`src/rtl/host_port_pkg.sv`:
```
// shared constants and types of the host port block
package host_port_pkg;

    // ****************************************
    // register map
    // ****************************************
    localparam logic [7:0] CLKOUT_REG_ADDR = 8'h1f;
    localparam logic [7:0] CLKOUT_REG_RESET = 8'h00;
    localparam int DIV_FIELD_LSB = 0;
    localparam int DIV_FIELD_W = 4;
    localparam logic [3:0] DIV_MIN = 4'h2;
    localparam logic [3:0] DIV_MAX = 4'hf;

    // ****************************************
    // parallel bus modes (mode pins)
    // ****************************************
    localparam logic [1:0] MODE_MUX8 = 2'h0;
    localparam logic [1:0] MODE_MUX16 = 2'h1;
    localparam logic [1:0] MODE_MUX8_STROBE = 2'h2;
    localparam logic [1:0] MODE_NONMUX8 = 2'h3;

    // ****************************************
    // serial framing
    // ****************************************
    localparam int SER_FRAME_BITS = 16;
    localparam logic [4:0] SER_FRAME_LEN = 5'h10;
    localparam logic [4:0] SER_DATA_START = 5'h08;

    // ****************************************
    // carriers
    // ****************************************
    typedef struct packed {
        logic cs_level_high;
        logic sample_falling;
        logic idle_high;
    } serial_cfg_t;

    typedef struct packed {
        logic [1:0] mode;
        logic serial_mode;
        serial_cfg_t cfg;
        logic latch_strobe;
        logic chip_select;
        logic rd_n;
        logic wr_n;
        logic sclk;
        logic mosi;
        logic [15:0] wide_bus;
        logic [7:0] addr_bus;
        logic [7:0] data_bus;
    } pin_in_t;

    localparam int PIN_IN_W = $bits(pin_in_t);

endpackage

```
`src/rtl/pin_sync.sv`:
```
// two flip-flop synchroniser for a group of pins
`timescale 1ns/1ps
`default_nettype none
module pin_sync #(
    parameter int W = 1
) (
    input wire logic clk_sys_i,
    input wire logic rst_i,
    input wire logic [W-1:0] async_i,
    output logic [W-1:0] sync_o
);
    logic [W-1:0] meta;

    always_ff @(posedge clk_sys_i) begin
        if (rst_i) begin
            meta <= '0;
            sync_o <= '0;
        end else begin
            meta <= async_i;
            sync_o <= meta;
        end
    end
endmodule
`default_nettype wire

```
`src/rtl/host_port_top.sv`:
```
// host pin interface: address latching, chip select, serial sampling, clock output
//
// Summary of operation
// - modes 0/1 latch address while latch enable high
// - mode 2 latches address on address strobe
// - clock output is crystal or crystal/n, n 2..15
// - serial samples rising edge or falling edge
// - parallel modes: access only while select low
// - serial select polarity chosen by polarity pin
// - mode 3 eight dedicated bidirectional data lines
// - mode 3 eight dedicated address input lines
// - mode 1 sixteen lines: address then data
// - serial clock idle level chosen by pin
`timescale 1ns/1ps
`default_nettype none
module host_port_top
    import host_port_pkg::*;
(
    input wire logic clk_sys_i,
    input wire logic rst_i,
    input wire logic [1:0] mode_i,
    input wire logic serial_mode_i,
    input wire logic select_polarity_pin_i,
    input wire logic sample_edge_select_i,
    input wire logic idle_level_select_i,
    input wire logic addr_strobe_i,
    input wire logic chip_select_in_i,
    input wire logic rd_n_i,
    input wire logic wr_n_i,
    input wire logic serial_bit_clock_i,
    input wire logic serial_data_in_i,
    output logic serial_data_out_o,
    input wire logic [15:0] muxed_wide_bus_i,
    output logic [15:0] muxed_wide_bus_o,
    output logic muxed_wide_bus_oe_o,
    input wire logic [7:0] mode3_addr_bus_i,
    input wire logic [7:0] mode3_data_bus_i,
    output logic [7:0] mode3_data_bus_o,
    output logic mode3_data_bus_oe_o,
    output logic [7:0] clock_output_divider_o,
    output logic divided_clock_output_o
);

    // ****************************************
    // pin synchronisation
    // ****************************************
    pin_in_t pin_raw;
    pin_in_t pin;

    assign pin_raw = '{mode: mode_i, serial_mode: serial_mode_i,
                       cfg: '{cs_level_high: select_polarity_pin_i,
                              sample_falling: sample_edge_select_i,
                              idle_high: idle_level_select_i},
                       latch_strobe: addr_strobe_i, chip_select: chip_select_in_i,
                       rd_n: rd_n_i, wr_n: wr_n_i, sclk: serial_bit_clock_i,
                       mosi: serial_data_in_i, wide_bus: muxed_wide_bus_i,
                       addr_bus: mode3_addr_bus_i, data_bus: mode3_data_bus_i};

    pin_sync #(.W(PIN_IN_W)) pin_sync_inst (
        .clk_sys_i(clk_sys_i),
        .rst_i(rst_i),
        .async_i(pin_raw),
        .sync_o(pin)
    );

    // ****************************************
    // chip select and strobes
    // ****************************************
    logic cs_active;
    logic wr_prev;
    logic sclk_prev;
    logic wr_fall;
    logic mode_nonmux;
    logic latch_open;

    // parallel modes: select active low; serial: polarity from pin
    assign cs_active = pin.serial_mode ? (pin.chip_select == pin.cfg.cs_level_high)
                                       : ~pin.chip_select;
    assign mode_nonmux = (pin.mode == MODE_NONMUX8);
    // modes 0..2 share the latch pin; mode 3 has it tied high and never latches from it
    assign latch_open = ~pin.serial_mode & ~mode_nonmux & pin.latch_strobe;
    assign wr_fall = wr_prev & ~pin.wr_n;

    always_ff @(posedge clk_sys_i) begin
        if (rst_i) begin
            // same level as the flushed synchroniser, so no false write edge follows reset
            wr_prev <= 1'b0;
            sclk_prev <= 1'b0;
        end else begin
            wr_prev <= pin.wr_n;
            sclk_prev <= pin.sclk;
        end
    end

    // ****************************************
    // address latch
    // ****************************************
    logic [15:0] addr_latched;
    logic [15:0] next_addr_latched;
    logic [15:0] access_addr;
    logic [7:0] access_wdata;
    logic par_hit;
    logic par_write;
    logic par_read;

    // transparent while the strobe is high, holds after it falls
    assign next_addr_latched = (pin.mode == MODE_MUX16) ? pin.wide_bus
                                                        : {8'h00, pin.wide_bus[7:0]};
    assign access_addr = mode_nonmux ? {8'h00, pin.addr_bus} : addr_latched;
    assign access_wdata = mode_nonmux ? pin.data_bus : pin.wide_bus[7:0];
    assign par_hit = (access_addr == {8'h00, CLKOUT_REG_ADDR});
    assign par_write = ~pin.serial_mode & cs_active & wr_fall & par_hit;
    assign par_read = ~pin.serial_mode & cs_active & ~pin.rd_n & pin.wr_n;

    always_ff @(posedge clk_sys_i) begin
        if (rst_i) begin
            addr_latched <= '0;
        end else if (latch_open) begin
            addr_latched <= next_addr_latched;
        end
    end

    // ****************************************
    // serial interface
    // ****************************************
    logic sclk_rise;
    logic sclk_fall;
    logic sample_edge;
    logic frame_ok;
    logic [15:0] ser_shift;
    logic [4:0] ser_count;
    logic ser_write;
    logic cs_prev;
    logic cs_start;
    logic [7:0] ser_addr_seen;

    // the address byte sits just above the bits shifted in after it
    assign ser_addr_seen = ser_shift[4'(ser_count - 5'h01) -: 8];

    assign sclk_rise = ~sclk_prev & pin.sclk;
    assign sclk_fall = sclk_prev & ~pin.sclk;
    assign sample_edge = pin.cfg.sample_falling ? sclk_fall : sclk_rise;
    assign cs_start = pin.serial_mode & cs_active & ~cs_prev;
    assign ser_write = pin.serial_mode & cs_active & frame_ok & sample_edge
                       & (ser_count == SER_FRAME_LEN - 5'h01)
                       & (ser_shift[14:7] == CLKOUT_REG_ADDR);

    always_ff @(posedge clk_sys_i) begin
        if (rst_i) begin
            cs_prev <= 1'b0;
            frame_ok <= 1'b0;
            ser_shift <= '0;
            ser_count <= '0;
        end else begin
            cs_prev <= pin.serial_mode & cs_active;
            if (cs_start) begin
                // a frame counts only if the clock sits at its idle level at select
                frame_ok <= (pin.sclk == pin.cfg.idle_high);
                ser_count <= '0;
            end else if (~cs_active | ~pin.serial_mode) begin
                frame_ok <= 1'b0;
                ser_count <= '0;
            end else if (frame_ok & sample_edge & (ser_count != SER_FRAME_LEN)) begin
                ser_shift <= {ser_shift[14:0], pin.mosi};
                ser_count <= ser_count + 5'h01;
            end
        end
    end

    // ****************************************
    // clock output register
    // ****************************************
    logic [7:0] clkout_reg;
    logic [3:0] div_n;
    logic div_bypass;

    assign div_n = clkout_reg[DIV_FIELD_LSB +: DIV_FIELD_W];
    assign div_bypass = (div_n < DIV_MIN);

    always_ff @(posedge clk_sys_i) begin
        if (rst_i) begin
            clkout_reg <= CLKOUT_REG_RESET;
        end else if (par_write) begin
            clkout_reg <= access_wdata;
        end else if (ser_write) begin
            clkout_reg <= {ser_shift[6:0], pin.mosi};
        end
    end

    assign clock_output_divider_o = clkout_reg;

    // ****************************************
    // clock divider
    // ****************************************
    logic [3:0] div_count;
    logic div_out;
    logic [3:0] half_n;

    assign half_n = div_n >> 1;

    always_ff @(posedge clk_sys_i) begin
        if (rst_i) begin
            div_count <= '0;
            div_out <= 1'b0;
        end else if (div_bypass | (div_count >= div_n - 4'h1)) begin
            div_count <= '0;
            div_out <= 1'b1;
        end else begin
            div_count <= div_count + 4'h1;
            div_out <= (div_count + 4'h1 < half_n);
        end
    end

    // n below 2 passes the crystal clock straight through
    assign divided_clock_output_o = div_bypass ? clk_sys_i : div_out;

    // ****************************************
    // read data drivers
    // ****************************************
    always_ff @(posedge clk_sys_i) begin
        if (rst_i) begin
            muxed_wide_bus_o <= '0;
            muxed_wide_bus_oe_o <= 1'b0;
            mode3_data_bus_o <= '0;
            mode3_data_bus_oe_o <= 1'b0;
            serial_data_out_o <= 1'b0;
        end else begin
            muxed_wide_bus_o <= {8'h00, par_hit ? clkout_reg : 8'h00};
            muxed_wide_bus_oe_o <= par_read & ~mode_nonmux;
            mode3_data_bus_o <= par_hit ? clkout_reg : 8'h00;
            mode3_data_bus_oe_o <= par_read & mode_nonmux;
            serial_data_out_o <= (ser_count >= SER_DATA_START) & (ser_addr_seen == CLKOUT_REG_ADDR)
                                 ? clkout_reg[3'(SER_FRAME_LEN - 5'h01 - ser_count)] : 1'b0;
        end
    end

    // ****************************************
    // checks
    // ****************************************
    mux_latch_a: assert property (@(posedge clk_sys_i) disable iff (rst_i)
        (latch_open && pin.mode == MODE_MUX8) |=> addr_latched == {8'h00, $past(pin.wide_bus[7:0])})
        else $error("address not latched in mode 0");
    wide_latch_a: assert property (@(posedge clk_sys_i) disable iff (rst_i)
        (latch_open && pin.mode == MODE_MUX16) |=> addr_latched == $past(pin.wide_bus))
        else $error("wide address not latched");
    latch_hold_a: assert property (@(posedge clk_sys_i) disable iff (rst_i)
        !latch_open |=> $stable(addr_latched))
        else $error("address changed with strobe low");
    no_select_a: assert property (@(posedge clk_sys_i) disable iff (rst_i)
        (!pin.serial_mode && pin.chip_select) |=> !muxed_wide_bus_oe_o && !mode3_data_bus_oe_o)
        else $error("bus driven while deselected");
    cs_polarity_a: assert property (@(posedge clk_sys_i) disable iff (rst_i)
        pin.serial_mode |-> cs_active == (pin.chip_select ~^ pin.cfg.cs_level_high))
        else $error("serial select polarity wrong");
    sample_edge_a: assert property (@(posedge clk_sys_i) disable iff (rst_i)
        (frame_ok && cs_active && pin.serial_mode && ser_count < SER_FRAME_LEN - 5'h01
         && (pin.cfg.sample_falling ? sclk_fall : sclk_rise))
        |=> ser_shift[0] == $past(pin.mosi) && ser_count == $past(ser_count) + 5'h01)
        else $error("serial bit not sampled on chosen edge");
    mode3_data_a: assert property (@(posedge clk_sys_i) disable iff (rst_i)
        (par_write && mode_nonmux) |=> clkout_reg == $past(pin.data_bus))
        else $error("mode 3 write data wrong");
    div_period_a: assert property (@(posedge clk_sys_i) disable iff (rst_i)
        (!div_bypass && div_count == 4'h0 && $past(div_count) != 4'h0)
        |=> div_count == 4'h1 && div_out == (4'h1 < ($past(div_n) >> 1)))
        else $error("divider does not count");
endmodule
`default_nettype wire

```
`config.mk`:
```
export PLATFORM = sky130hd
export DESIGN_NAME = host_port_top
export DESIGN_NICKNAME = d
export VERILOG_FILES = /design/src/rtl/host_port_pkg.sv /design/src/rtl/pin_sync.sv /design/src/rtl/host_port_top.sv
export SDC_FILE = /design/constraint.sdc
export NUM_CORES = 1
export LEC_CHECK = 0
export ABC_CLOCK_PERIOD_IN_PS = 4500
export CAP_MARGIN = 20
export CORE_ASPECT_RATIO = 1.25
export CORE_UTILIZATION = 65
export DETAILED_ROUTE_END_ITERATION = 8
export DONT_BUFFER_PORTS = 1
export GPL_TIMING_DRIVEN = 0
export PLACE_DENSITY = 0.81
export SETUP_SLACK_MARGIN = 0.2
export SYNTH_ARGS = -nofsm -noshare
export SYNTH_HDL_FRONTEND = slang
export SYNTH_SLANG_ARGS = --single-unit
```
`constraint.sdc`:
```
create_clock -name clk_sys_i -period 4.5 [get_ports clk_sys_i]
set_input_delay 0.9 -clock clk_sys_i [delete_from_list [all_inputs] [get_ports clk_sys_i]]
set_output_delay 0.9 -clock clk_sys_i [all_outputs]
set_load 0.01 [all_outputs]
```
After elaboration in Yosys (flattened, before gate mapping) --
Index checks and enable logic that the tools add are counted.
Word-level totals: flip-flop bits (word level) 161, input bits 46, output and inout bits 36, logic and storage cells 92
Operators by class: add/sub/neg operators 5, $lt $le $gt $ge 5, equality and inequality tests 9, shifts and indexed selects 1, muxes and demuxes 14, bitwise gates (word level) 35, reduce and logical (&&, ||, !) cells 6
Operators by type and width (count):
- $mux W16 | 2
- $mux W8 | 4
- $shiftx A23 B5 Y8 | 1
- $and A1 B1 Y1 | 21
- $eq A16 B5 Y1 const B | 1
- $eq A8 B5 Y1 const B | 2
- $not A1 Y1 | 12
- $sub A4 B1 Y4 const B | 2
- $mux W1 | 7
- $add A5 B1 Y5 const B | 1
- $eq A5 B4 Y1 const B | 1
- $ge A5 B4 Y1 const B | 1
- $ne A5 B5 Y1 const B | 1
- $add A4 B1 Y4 const B | 1
- $ge A4 B4 Y1 | 1
- $lt A3 B4 Y1 const B | 1
- $lt A4 B2 Y1 const B | 1
- $lt A4 B3 Y1 | 1
- $reduce_bool A2 Y1 | 2
- $reduce_or A2 Y1 | 2
- $bmux W1 S3 | 1
- $reduce_and A3 Y1 | 1
- $reduce_or A3 Y1 | 1
- $sub A3 B3 Y3 const A | 1
- other kinds (4) | 6

Logic depth before layout (Yosys ltp) --
depth after elaboration 9, mapped depth 10, mapped depth without buffers 7

Hierarchy --
From an unflattened synthesis, not the netlist that was laid out.
Second synthesis, totals: cell total of the unflattened synthesis 537, area, all modules 5720.5 µm²
Modules (own cells, without submodules):
- host_port_top | times used 1, cells each 352, area each 3348.2 µm², sequential area each 1301.2 µm²
- pin_sync | times used 1, cells each 185, area each 2372.3 µm², sequential area each 1761.7 µm²

==> flow_summary.ini <==
[setup_path]
cp_num_buf_inv = 2
slowest_delay_ps = 290
cp.arrival_ps = 2760
end_kind = output pin
cp_max_fo = 2
critPathTopFamily = multiplexers
critPathLaunchType = clock port
crit_chain = clkbuf_8, clkbuf_8, mux2_2
critical_path.most_common_cell = clkbuf_8
required_ps = 3600
slowest_stage = mux2_2
path_class = clk -> out

[timing]
maxSlewViolCount = 0
rsz0062_at_grt = false
setup_viol = 0
slew_headroom_pct = 39.4
finalHoldViolations = 0
finClkSkew_ps = 6.08
layout_setup_ws_ps = 835
tns_ps = 0
worst_pin_slew_ps = 896

[yosys]
synth_edf_count = 0
yosysSeqAreaShare_pct = 53.8
ys.flop_type = dfxtp_1
synth_top_family_by_area = simple AND/OR/NAND/NOR gates
synthAdderAreaFrac_pct = 2.42
synth_area_sq_mm = 0.00569
synth_mux_area_share_pct = 7.15
synthCells = 548
synth_cell_types = 48
ys_ff_latch = 153
synth-simple-area-share_pct = 20.9
yosys.area_share.xor_xnor_pct = 1.69
synthArstFlopShare_pct = 0
synth_compound_area_share_pct = 8.40
postSynthAreaPerCell_sq_um = 10.4
synth_warnings = 0

[detailed_routing]
dr.pass1.iters = 5
via_per_inst = 5.57
drc = 0
postRouteAntennaNets = 0
wirelength_um = 10700
vias = 3942
drt-initial-drc-count = 414
wl_per_cell_um = 15.1

[clock_network]
cts_resized = 0
cts_setup_buffers = 0
cts_hold_repair.buffers = 0
insertion_delay_ps = 640
clk_pin_slew_worst_paths_ps = 60
cts_tree = done

[global_route]
grtUsageTotal_pct = 25.8
use_met3_pct = 8.62
grt_pass1_vias = 3896
antenna_found_initial = 0
grt-ovfl-total = 0
grt_use_met2_pct = 43.0
grt_pass1_wl_um = 17600
use_met1_pct = 28.7
gr-max-usage-layer = met2
grt_start_max_net_pins = 17

[cells_and_area]
area_delta_synth_final_pct = 13.6
n_antenna_cell = 0
finish.net_count = 635
fillers = 537
drive_gt1_share_pct = 12.9

[floorplan]
fp.dieH_um = 107
core-area_sq_mm = 0.00838
initial_core_util_pct = 67.9
row_count = 37
boundaryPins = 82
die_area_sq_mm = 0.00913
die_width_um = 85.7

[job]
max_cap_violations = 0

[run_status]
status = finished, final reports clean

[placement]
numPortBuffers = 0
gp_congestion = 0.866
pre_cts_ws_ps = 1070
hpwlAfterDp_um = 7480

[power]
cellPowerDensity_mw_per_mm2 = 445
ir_drop_mv = 0.327
power.total_uw = 2880
power_leakage_uw = 0.00241

[min_path]
worst_hold_path_type = in -> reg
final timing paths:
kind                                             start                        to  slack (ps)  cells past startpoint
worst max-delay path                         clk_sys_i    divided_clock_output_o         840                      3
worst min-delay path               mode3_data_bus_i[1]     pin_sync_inst.meta[1]         390                      1
worst max register to register            ser_count[0]         serial_data_out_o        1860                     10
worst min register to register  pin_sync_inst.meta[15]  pin_sync_inst.sync_o[15]         440                      1
metrics by stage:
step | instance area (sq um) | hold slack, ps | instances | utilization, %
after floorplan | 5710 | 414 | 555 | -
after global placement | 5860 | 418 | 672 | 69.9
after detailed placement | 5860 | 424 | 672 | 69.9
after CTS | 6460 | 375 | 707 | 77.0
after global routing | 6460 | 376 | 708 | 77.1
final | 6460 | 388 | 708 | 77.1
layout by cell type (no fill, tap or decap), types with 5 or more instances in the layout:
| cell type | netlist | routed |
|---|---|---|
| dfxtp_1 | 153 | 153 |
| nor2b_1 | 92 | 92 |
| nor2_1 | 44 | 44 |
| nand2_1 | 31 | 31 |
| a21oi_1 | 25 | 25 |
| clkbuf_1 | 19 | 21 |
| mux2i_1 | 17 | 17 |
| buf_4 | 16 | 16 |
| clkbuf_16 | 0 | 16 |
| nor3_1 | 14 | 14 |
| inv_1 | 12 | 12 |
| ha_1 | 11 | 11 |
| mux2_2 | 9 | 9 |
| a32oi_1 | 9 | 9 |
| a22oi_1 | 8 | 8 |
| o211ai_1 | 8 | 8 |
| conb_1 | 1 | 8 |
| xor2_1 | 7 | 7 |
| buf_1 | 6 | 6 |
| mux4_2 | 6 | 6 |
| a211oi_1 | 5 | 5 |
| clkbuf_8 | 0 | 5 |
| clkinvlp_4 | 0 | 5 |
area by class of cell:
class	instances	area [sq um]	share of cell area, %
Sequential cell	153	3060	47.4
Clock inverter	12	119	1.84
Tap cell	117	146	2.27
Clock buffer	23	477	7.38
Timing Repair Buffer	1	5.00	0.0775
Multi-Input combinational cell	344	2340	36.2
Buffer	46	269	4.16
Inverter	12	45.0	0.697
power breakdown:
| group | leakage [uW] | switching [uW] | internal [uW] |
|---|---|---|---|
| Combinational | 0.000878 | 42.2 | 33.9 |
| Sequential | 0.00125 | 12.4 | 1390 |
| Clock | 0.000282 | 578 | 818 |
kinds of logic (layout without fill, tap and decap cells):
group / Yosys count / after routing
multiplexers: 32 / 32
flip-flops: 153 / 153
other: 1 / 8
AND/OR/NAND/NOR: 215 / 215
buffers and inverters: 58 / 94
AO/OA/AOI/OAI: 67 / 67
adder cells (fa/ha/maj): 11 / 11
XOR/XNOR: 11 / 11
routing by layer:
layer  share of wire [%]  up-vias  wire length [um]
met5                   0        -                 0
met4                 3.4        0               367
met3                 6.6       49               703
met2                  49      179              5210
met1                  41     1811              4400
li1                    -     1903                 -
registers in the layout, indices dropped and copies added (netlist names):
register,cells
addr_latched,16
clock_output_divider_o,8
cs_prev,1
div_count,4
div_out,1
frame_ok,1
mode3_data_bus_o,8
mode3_data_bus_oe_o,1
muxed_wide_bus_oe_o,1
pin_sync_inst.meta,44
pin_sync_inst.sync_o,44
sclk_prev,1
ser_count,5
ser_shift,16
serial_data_out_o,1
wr_prev,1
synth_stat cells, drive strengths merged, types with 4 or more instances:
cell    count  area, sq um
a22oi       8         60.1
and2        4         25.0
inv        12         45.0
mux2i      17          170
nor3       14         70.1
xor2        7         61.3
nand2      31          116
mux2        9          101
dfxtp     153         3060
clkbuf     19         71.3
ha         11          138
mux4        6          135
a21oi      25          125
a32oi       9         78.8
xnor2       4         35.0
nor4        4         25.0
nor4b       4         35.0
buf        27          198
o211ai      8         60.1
a211oi      6         57.6
nor2b      92          576
nor2       44          165
No activity file was read; power rests on OpenSTA's default activity.
